==> src/rtl/bor_ctl_defines.vh <==
// Constants for the brown-out and power-up reset controller.
// Assumes inclusion by bor_ctl.v only; plain Verilog-2005 macros.
//
// Functional notes
// - All reset sources OR together into one core reset hold.
// - Core stays in reset while supply is below the power-on level.
// - Enabled power-up delay lasts nominally 64 ms after power-on or brown-out.
// - Core stays in reset for the whole power-up delay count.
// - Power-up delay runs only when its active-low enable bit is clear.
// - Power-up delay starts after power-on and brown-out holds both release.
// - One configuration bit picks between two brown-out trip levels.
// - Supply-level brown-out trips only when supply stays low past the filter duration.
// - Mode 11: detection always on; start-up waits for ready and good supply.
// - Mode 11: protection active in sleep; wake-up is not delayed.
// - Mode 10: detection on while awake, off in sleep; start-up waits.
// - Mode 10: wake-up from sleep waits until the detector is ready.
// - Mode 01: software bit switches detection; start-up does not wait.
// - Mode 01: protection starts once ready and ignores sleep.
// - Mode 00: detection off; execution starts without waiting for detector.
// - Software enable bit 7 always read/write; acts only in mode 01.
// - Fast-start bit 6 read/write; forces band-gap on only in modes 10, 01.
// - Bit 0 reads detector ready; bits 5 to 1 read zero.
// - Execution waits for power-up timer, oscillator timer and reset pin.
// - Low-power brown-out request ORs into the brown-out reset.
`ifndef BOR_CTL_DEFINES_VH
`define BOR_CTL_DEFINES_VH

// Register map
`define BOR_CTL_ADDR_CONTROL   8'h00
// Control register fields
`define BOR_CTL_BIT_SW_EN      7
`define BOR_CTL_BIT_FAST       6
`define BOR_CTL_BIT_READY      0
`define BOR_CTL_RST_SW_EN      1'b1
`define BOR_CTL_RST_FAST       1'b0
// Mode field codes
`define BOR_CTL_MODE_ON        2'b11
`define BOR_CTL_MODE_AWAKE     2'b10
`define BOR_CTL_MODE_SW        2'b01
`define BOR_CTL_MODE_OFF       2'b00
// Timing
`define BOR_CTL_CLK_HZ         25000000
`define BOR_CTL_DELAY_MS       64
`define BOR_CTL_DELAY_CYC      ((`BOR_CTL_CLK_HZ / 1000) * `BOR_CTL_DELAY_MS)
`define BOR_CTL_FILTER_NS      1000
`define BOR_CTL_FILTER_CYC     ((`BOR_CTL_FILTER_NS * 25 + 999) / 1000)
`define BOR_CTL_READY_NS       2000
`define BOR_CTL_READY_CYC      ((`BOR_CTL_READY_NS * 25 + 999) / 1000)

`endif

==> src/rtl/bor_ctl.v <==
// Brown-out, power-on and power-up delay reset controller with AHB-Lite control register.
// Assumes analog comparator flags arrive asynchronously; all else synchronous to REF_CLK_IN.
`include "bor_ctl_defines.vh"

module bor_ctl #(
    parameter DELAY_CYC  = `BOR_CTL_DELAY_CYC,
    parameter FILTER_CYC = `BOR_CTL_FILTER_CYC,
    parameter READY_CYC  = `BOR_CTL_READY_CYC
) (
    // Clock and reset
    input  wire        REF_CLK_IN,
    input  wire        RESET_IN,
    // AHB-Lite slave
    input  wire        HSEL_IN,
    input  wire [31:0] HADDR_IN,
    input  wire [1:0]  HTRANS_IN,
    input  wire        HWRITE_IN,
    input  wire [2:0]  HSIZE_IN,
    input  wire [31:0] HWDATA_IN,
    input  wire        HREADY_IN,
    output wire [31:0] HRDATA_OUT,
    output wire        HREADYOUT_OUT,
    output wire        HRESP_OUT,
    // Analog detector indications
    input  wire        SUPPLY_ABOVE_POR_IN,
    input  wire        SUPPLY_BELOW_LEVEL_A_IN,
    input  wire        SUPPLY_BELOW_LEVEL_B_IN,
    input  wire        LOW_POWER_BROWNOUT_RESET_IN,
    // Configuration bits
    input  wire [1:0]  BROWNOUT_MODE_FIELD_IN,
    input  wire        BROWNOUT_LEVEL_SELECT_IN,
    input  wire        POWER_UP_DELAY_ENABLE_N_IN,
    // Other reset sources, active high; OSC_STARTUP_DONE_IN is a done flag that holds reset while low
    input  wire        EXTERNAL_RESET_PIN_IN,
    input  wire        WATCHDOG_RESET_SOURCE_IN,
    input  wire        RESET_INSTRUCTION_IN,
    input  wire        STACK_OVERFLOW_IN,
    input  wire        STACK_UNDERFLOW_IN,
    input  wire        PROG_MODE_EXIT_IN,
    input  wire        OSC_STARTUP_DONE_IN,
    // Power state
    input  wire        SLEEP_IN,
    // Outputs
    output reg         CORE_RESET_OUT,
    output reg         BROWNOUT_RESET_OUT,
    output reg         DETECTOR_ENABLE_OUT,
    output reg         BANDGAP_FORCE_ON_OUT,
    output reg         WAKE_HOLD_OUT
);

    // Sequencer states
    localparam [2:0] ST_HOLD  = 3'b001;
    localparam [2:0] ST_DELAY = 3'b010;
    localparam [2:0] ST_RUN   = 3'b100;

    reg  [1:0]  por_sync_reg;
    reg  [1:0]  low_sync_reg;
    reg  [1:0]  lp_sync_reg;
    reg  [2:0]  state_reg;
    reg  [2:0]  state_next;
    reg  [31:0] delay_cnt_reg;
    reg  [31:0] delay_cnt_next;
    reg  [15:0] filter_cnt_reg;
    reg  [15:0] ready_cnt_reg;
    reg         ready_reg;
    reg         bor_trip_reg;
    reg         sw_en_reg;
    reg         fast_reg;
    reg         dphase_reg;
    reg         dwrite_reg;
    reg         dsel_reg;
    reg  [31:0] rdata_reg;
    reg         det_on;
    reg         startup_wait;
    wire        supply_low;
    wire        supply_ok;
    wire        low_sel;
    wire        lp_req;
    wire        bor_any;
    wire        addr_take;
    wire        other_rst;

    // Mode needing start-up wait for detector
    function waits_for_ready;
        input [1:0] mode;
        begin
            waits_for_ready = (mode == `BOR_CTL_MODE_ON) || (mode == `BOR_CTL_MODE_AWAKE);
        end
    endfunction

    // Analog threshold synchronisers
    assign low_sel = BROWNOUT_LEVEL_SELECT_IN ? SUPPLY_BELOW_LEVEL_B_IN
                                              : SUPPLY_BELOW_LEVEL_A_IN;
    always @(posedge REF_CLK_IN) begin
        if (RESET_IN) begin
            por_sync_reg <= 2'b00;
            low_sync_reg <= 2'b11;
            lp_sync_reg  <= 2'b00;
        end else begin
            por_sync_reg <= {por_sync_reg[0], SUPPLY_ABOVE_POR_IN};
            low_sync_reg <= {low_sync_reg[0], low_sel};
            lp_sync_reg  <= {lp_sync_reg[0], LOW_POWER_BROWNOUT_RESET_IN};
        end
    end
    assign supply_ok  = por_sync_reg[1];
    assign supply_low = low_sync_reg[1];
    assign lp_req     = lp_sync_reg[1];

    // Detector enable per mode
    always @* begin
        case (BROWNOUT_MODE_FIELD_IN)
            `BOR_CTL_MODE_ON:    det_on = 1'b1;
            `BOR_CTL_MODE_AWAKE: det_on = ~SLEEP_IN;
            `BOR_CTL_MODE_SW:    det_on = sw_en_reg;
            default:             det_on = 1'b0;
        endcase
    end

    // Detector warm-up, sleep ignored except through det_on
    always @(posedge REF_CLK_IN) begin
        if (RESET_IN) begin
            ready_cnt_reg <= 16'h0000;
            ready_reg     <= 1'b0;
        end else if (!det_on) begin
            ready_cnt_reg <= 16'h0000;
            ready_reg     <= 1'b0;
        end else if (ready_cnt_reg >= READY_CYC[15:0] - 16'h0001) begin
            ready_reg     <= 1'b1;
        end else begin
            ready_cnt_reg <= ready_cnt_reg + 16'h0001;
        end
    end

    // Noise filter on the low-supply flag
    always @(posedge REF_CLK_IN) begin
        if (RESET_IN) begin
            filter_cnt_reg <= 16'h0000;
            bor_trip_reg   <= 1'b0;
        end else if (!(ready_reg && supply_low)) begin
            filter_cnt_reg <= 16'h0000;
            bor_trip_reg   <= 1'b0;
        end else if (filter_cnt_reg >= FILTER_CYC[15:0]) begin
            bor_trip_reg   <= 1'b1;
        end else begin
            filter_cnt_reg <= filter_cnt_reg + 16'h0001;
        end
    end
    assign bor_any = bor_trip_reg | lp_req;

    // Start-up wait for ready and good supply in modes 11 and 10
    always @* begin
        if (waits_for_ready(BROWNOUT_MODE_FIELD_IN))
            startup_wait = ~ready_reg | supply_low;
        else
            startup_wait = 1'b0;
    end

    // Power-on, brown-out and delay sequencer
    always @* begin
        state_next     = state_reg;
        delay_cnt_next = delay_cnt_reg;
        case (state_reg)
            ST_HOLD: begin
                delay_cnt_next = 32'h0000_0000;
                if (supply_ok && !bor_any && !startup_wait) begin
                    if (POWER_UP_DELAY_ENABLE_N_IN)
                        state_next = ST_RUN;
                    else
                        state_next = ST_DELAY;
                end
            end
            ST_DELAY: begin
                if (!supply_ok || bor_any)
                    state_next = ST_HOLD;
                else if (delay_cnt_reg >= DELAY_CYC - 1)
                    state_next = ST_RUN;
                else
                    delay_cnt_next = delay_cnt_reg + 32'h0000_0001;
            end
            ST_RUN: begin
                if (!supply_ok || bor_any)
                    state_next = ST_HOLD;
            end
            default: state_next = ST_HOLD;
        endcase
    end

    always @(posedge REF_CLK_IN) begin
        if (RESET_IN) begin
            state_reg     <= ST_HOLD;
            delay_cnt_reg <= 32'h0000_0000;
        end else begin
            state_reg     <= state_next;
            delay_cnt_reg <= delay_cnt_next;
        end
    end

    // Merge of all reset sources
    assign other_rst = EXTERNAL_RESET_PIN_IN | WATCHDOG_RESET_SOURCE_IN | RESET_INSTRUCTION_IN
                     | STACK_OVERFLOW_IN | STACK_UNDERFLOW_IN | PROG_MODE_EXIT_IN;
    always @(posedge REF_CLK_IN) begin
        if (RESET_IN) begin
            CORE_RESET_OUT       <= 1'b1;
            BROWNOUT_RESET_OUT   <= 1'b0;
            DETECTOR_ENABLE_OUT  <= 1'b0;
            BANDGAP_FORCE_ON_OUT <= 1'b0;
            WAKE_HOLD_OUT        <= 1'b0;
        end else begin
            CORE_RESET_OUT       <= (state_next != ST_RUN)
                                  | !OSC_STARTUP_DONE_IN | other_rst;
            BROWNOUT_RESET_OUT   <= bor_any;
            DETECTOR_ENABLE_OUT  <= det_on;
            BANDGAP_FORCE_ON_OUT <= fast_reg
                && (BROWNOUT_MODE_FIELD_IN == `BOR_CTL_MODE_AWAKE
                    || BROWNOUT_MODE_FIELD_IN == `BOR_CTL_MODE_SW);
            WAKE_HOLD_OUT        <= (BROWNOUT_MODE_FIELD_IN == `BOR_CTL_MODE_AWAKE)
                                  && !ready_reg && !SLEEP_IN;
        end
    end

    // AHB-Lite address phase capture
    assign addr_take = HSEL_IN & HREADY_IN & HTRANS_IN[1];
    always @(posedge REF_CLK_IN) begin
        if (RESET_IN) begin
            dphase_reg <= 1'b0;
            dwrite_reg <= 1'b0;
            dsel_reg   <= 1'b0;
        end else if (HREADY_IN) begin
            dphase_reg <= addr_take;
            dwrite_reg <= addr_take & HWRITE_IN;
            dsel_reg   <= addr_take & (HADDR_IN[7:0] == `BOR_CTL_ADDR_CONTROL);
        end
    end

    // Control register write
    always @(posedge REF_CLK_IN) begin
        if (RESET_IN) begin
            sw_en_reg <= `BOR_CTL_RST_SW_EN;
            fast_reg  <= `BOR_CTL_RST_FAST;
        end else if (dphase_reg && dwrite_reg && dsel_reg) begin
            sw_en_reg <= HWDATA_IN[`BOR_CTL_BIT_SW_EN];
            fast_reg  <= HWDATA_IN[`BOR_CTL_BIT_FAST];
        end
    end

    // Read data prepared at address phase
    always @(posedge REF_CLK_IN) begin
        if (RESET_IN)
            rdata_reg <= 32'h0000_0000;
        else if (addr_take && !HWRITE_IN && HADDR_IN[7:0] == `BOR_CTL_ADDR_CONTROL)
            rdata_reg <= {24'h00_0000, sw_en_reg, fast_reg, 5'h00, ready_reg};
        else if (HREADY_IN)
            rdata_reg <= 32'h0000_0000;
    end

    assign HRDATA_OUT    = rdata_reg;
    assign HREADYOUT_OUT = 1'b1;
    assign HRESP_OUT     = 1'b0;

endmodule

==> config.mk <==
export PLATFORM = sky130hd
export DESIGN_NAME = bor_ctl
export DESIGN_NICKNAME = d
export VERILOG_FILES = /design/src/rtl/bor_ctl.v
export VERILOG_INCLUDE_DIRS = /design/src /design/src/rtl
export SDC_FILE = /design/constraint.sdc
export NUM_CORES = 1
export LEC_CHECK = 0
export ABC_AREA = 0
export BUFFER_PORTS_ARGS = -buffer_cell sky130_fd_sc_hd__clkbuf_2
export CAP_MARGIN = 20
export CORE_UTILIZATION = 50
export CTS_BUF_LIST = sky130_fd_sc_hd__clkbuf_8 sky130_fd_sc_hd__clkbuf_16
export CTS_CLUSTER_SIZE = 40
export DETAILED_ROUTE_END_ITERATION = 7
export PLACE_DENSITY_LB_ADDON = 0.25
export SETUP_SLACK_MARGIN = 0.1
export SKIP_LAST_GASP = 1
export SLEW_MARGIN = 20
export SYNTH_ARGS = -nofsm -noshare
export SYNTH_HDL_FRONTEND = slang
export SYNTH_SLANG_ARGS = --single-unit
export TNS_END_PERCENT = 5
==> constraint.sdc <==
create_clock -name REF_CLK_IN -period 2.9 [get_ports REF_CLK_IN]
set_clock_uncertainty 0.1 [all_clocks]
set_input_delay 0.435 -clock REF_CLK_IN [delete_from_list [all_inputs] [get_ports REF_CLK_IN]]
set_output_delay 0.435 -clock REF_CLK_IN [all_outputs]
set_load 0.02 [all_outputs]
==> results_dict.tcl <==
set metrics [dict create \
    drt_iter0_drc 108 \
    via_count 2778 \
    place_hpwl_mm 4.565 \
    cts_buffers 9 \
    syn_area_per_cell_um2 9.141 \
    cts.htree.levels 3 \
    r2r-start "delay_cnt_reg[15]$_SDFFE_PP0P_" \
    num_rows 31 \
    grt_max_degree 22 \
    hold_path.class "primary input to flop" \
    synth_cell_types 50 \
    die_area_mm2 0.007884 \
    largest_reg_flops 32 \
    yosys_warnings 0 \
    start_kind "flop" \
    postPlaceCellArea_mm2 0.003946 \
    power_density_mw_per_mm2 512.0 \
    grt_pass1_wl_mm 10.49 \
    fin_area_mm2 0.004153 \
    dp.cells 541 \
    hold_start "SUPPLY_BELOW_LEVEL_B_IN" \
    worstSetupStartpoint "delay_cnt_reg[15]$_SDFFE_PP0P_" \
    maxCapViolations 0 \
    wl_per_cell_um 11.58 \
    final_core_util 0.5725 \
    leakagePower_nw 1.660 \
    syn_to_final_growth_pct 10.27 \
    fin_crit_sh 0.9247 \
    grt_usage 0.1756 \
    tightest_slew_ns 0.5985 \
    min_path_cells 2 \
    ys_ff_latch 88 \
    cts_tree "yes" \
    drc 0 \
    die_w_um 88.79 \
    synth_seq_area_share 0.4678 \
    fin_cells 557 \
    cts_root_buf "clkbuf_8" \
    drt_first_pass_iters 4 \
    crit_chain "or4_1 -> o41a_1 -> a2111oi_4 -> buf_4 -> nand3_2 -> mux2_1" \
    synth_top_area_share 0.4678 \
    worst_ep_required_time_ns 3.04 \
    max_freq_mhz 372.9 \
    clock_sinks 88 \
    synth_cells 412 \
    hold-path-endpoint "low_sync_reg[0]$_SDFF_PP1_" \
    final_antenna_net_count 0 \
    rsz0062_at_grt "no" \
    setup.worst_path.class "flop to flop" \
    wl_mm 6.450 \
    status "finished clean" \
    ys_top_cells_by_area "dfxtp_1 47%, buf_4 6.2%, and2_1 5.5%" \
    final_nets 554 \
    worstSetupEndpointType "flop" \
    clockBufferDepth 2 \
    slew_headroom 0.6006 \
    yosys.area.top_type "dfxtp_1" \
    initial_core_util 0.5192 \
    crit_slowest_cell "o41a_1" \
    drive_gt1_frac 0.1550 \
    final_max_slew_viol_count 0 \
    io_pins 129 \
    setup-tns-final_ns 0 \
    critPathArrivalTime_ns 2.82 \
    rr_endpoint "delay_cnt_reg[14]$_SDFFE_PP0P_" \
    antenna_found_initial 0 \
    diodes 0 \
    dieHeight_um 88.79 \
    ff2ff_path_depth 6 \
    crit_path_max_fanout 9 \
    min_period_ns 2.682 \
    via_per_inst 4.987 \
    clkSlewWorstSetupHoldPaths_ns 0.09 \
    core_mm2 0.007253 \
    finalSetupViolCount 0 \
    io_buffer_count 39 \
    first_global_vias 2387 \
    gr-total-overflow 0 \
    critPathMaxStageDelay_ns 0.57 \
    ir_drop_uv 295.2 \
    place.gp.congestion 0.8554 \
    netlist_area_mm2 0.003766 \
    reg2reg_setup_slack_ns 0.22 \
    post_cts_buffers 0 \
    hold_viol_final 0 \
    clk_latency_ns 0.35 \
]
[Yosys cell counts, drive strengths merged]
master and count:
or2 3, nor2 50, and4b 1, mux2 1, a21o 1, a41o 2, nor4b 2, and4 2
a32o 1, o41a 1, a31o 1, dfxtp 88, o31ai 5, nor3b 1, a2111oi 3, o2111ai 1
o41ai 1, a211o 2, nand3 16, or3 3, a31oi 4, a41oi 2, and2 33, inv 15
nor4 10, conb 2, ha 11, nor2b 11, or4 7, a22oi 2, xnor2 8, nand4 7
or3b 2, o21bai 1, buf 33, a21oi 21, mux2i 6, nand2b 7, clkbuf 10, xor2 2
nor3 8, o21ai 6, nand2 18, and3 1
[per-layer routing]
layer | routed length (um) | track usage
met1 | 3126 | 0.2146
met2 | 2892 | 0.2797
met3 | 295 | 0.04571
met4 | 137 | 0.1026
met5 | 0 | 0
[placed cells by master, fill, tap and decap left out, drive strengths merged, types with 3 or more instances in the layout]
cell      netlist  layout
dfxtp          88      88
buf            33       5
nor4           10      10
clkbuf         10      49
nand4           7       7
nand2b          7       7
conb            2      31
clkinvlp        0       3
a2111oi         3       3
nand2          18      18
and2           33      33
inv            15      18
nor3            8       8
or3             3       3
nor2b          11      11
nor2           50      50
ha             11      11
or4             7       7
mux2i           6       6
xnor2           8       8
o31ai           5       5
or2             3       3
nand3          16      16
o21ai           6       6
a31oi           4       4
a21oi          21      21
[power by group]
group / internal (mW) / switching [mW] / total, mW
Clock: 0.344 / 0.450 / 0.794
Sequential: 1.22 / 0.00364 / 1.22
Combinational: 0.0345 / 0.0782 / 0.113
Total: 1.59 / 0.532 / 2.13
[metrics by stage]
| stage | hold slack (ns) | worst slack (ns) | total power, mW |
|---|---|---|---|
| after global placement | 0.3014 | 0.1990 | 1.358 |
| after detailed placement | 0.3081 | 0.1376 | 1.360 |
| after CTS | 0.1708 | 0.1243 | 2.148 |
| after floorplan | 0.2895 | 0.3322 | 1.357 |
| final | 0.1829 | 0.2182 | 2.126 |
| after global routing | 0.1760 | 0.1083 | 2.220 |
[how the worst max path moves through the flow]
stage                                endpoint  slack (ns)  depth (start not counted)
6_report       delay_cnt_reg[14]$_SDFFE_PP0P_        0.22                          6
2_1_floorplan  delay_cnt_reg[14]$_SDFFE_PP0P_        0.33                          5
3_3_place_gp   delay_cnt_reg[15]$_SDFFE_PP0P_        0.20                          5
4_1_cts        delay_cnt_reg[11]$_SDFFE_PP0P_        0.12                          5
3_5_place_dp   delay_cnt_reg[11]$_SDFFE_PP0P_        0.14                          5
5_1_grt        delay_cnt_reg[14]$_SDFFE_PP0P_        0.11                          6
[kinds of logic (layout without fill, tap and decap cells)]
logic type,count (synthesis),in the layout,synth area share
other,2,31,0.001994
multiplexers,7,7,0.01894
flip-flops,88,88,0.4678
XOR/XNOR,10,10,0.02326
adder cells (fa/ha/maj),11,11,0.03654
AO/OA/AOI/OAI,54,54,0.1013
AND/OR/NAND/NOR,182,182,0.2595
buffers and inverters,58,75,0.09070
[layout make-up]
| type | instances | area (um2) |
|---|---|---|
| inverters | 15 | 56.30 |
| multi-input cells | 295 | 1792 |
| clock buffers | 10 | 137.6 |
| clock inverters | 6 | 48.80 |
| fillers | 645 | 3100 |
| flip-flops and latches | 88 | 1762 |
| repair buffers | 44 | 232.7 |
| well taps | 99 | 123.9 |
[repair_timing]
action	4_1_cts	5_1_grt
resized for setup	0	4
hold buffers	0	0
setup endpoints to repair	0	12
[critical path: cells and delay by family (launching register included)]
kind | cells | cell delay (ns)
AOI/OAI and AO/OA | 2 | 0.96
buffers and inverters | 1 | 0.23
DFF | 1 | 0.36
muxes | 1 | 0.32
and+or+nand+nor | 2 | 0.60
Power figures use the tool's default switching activity.
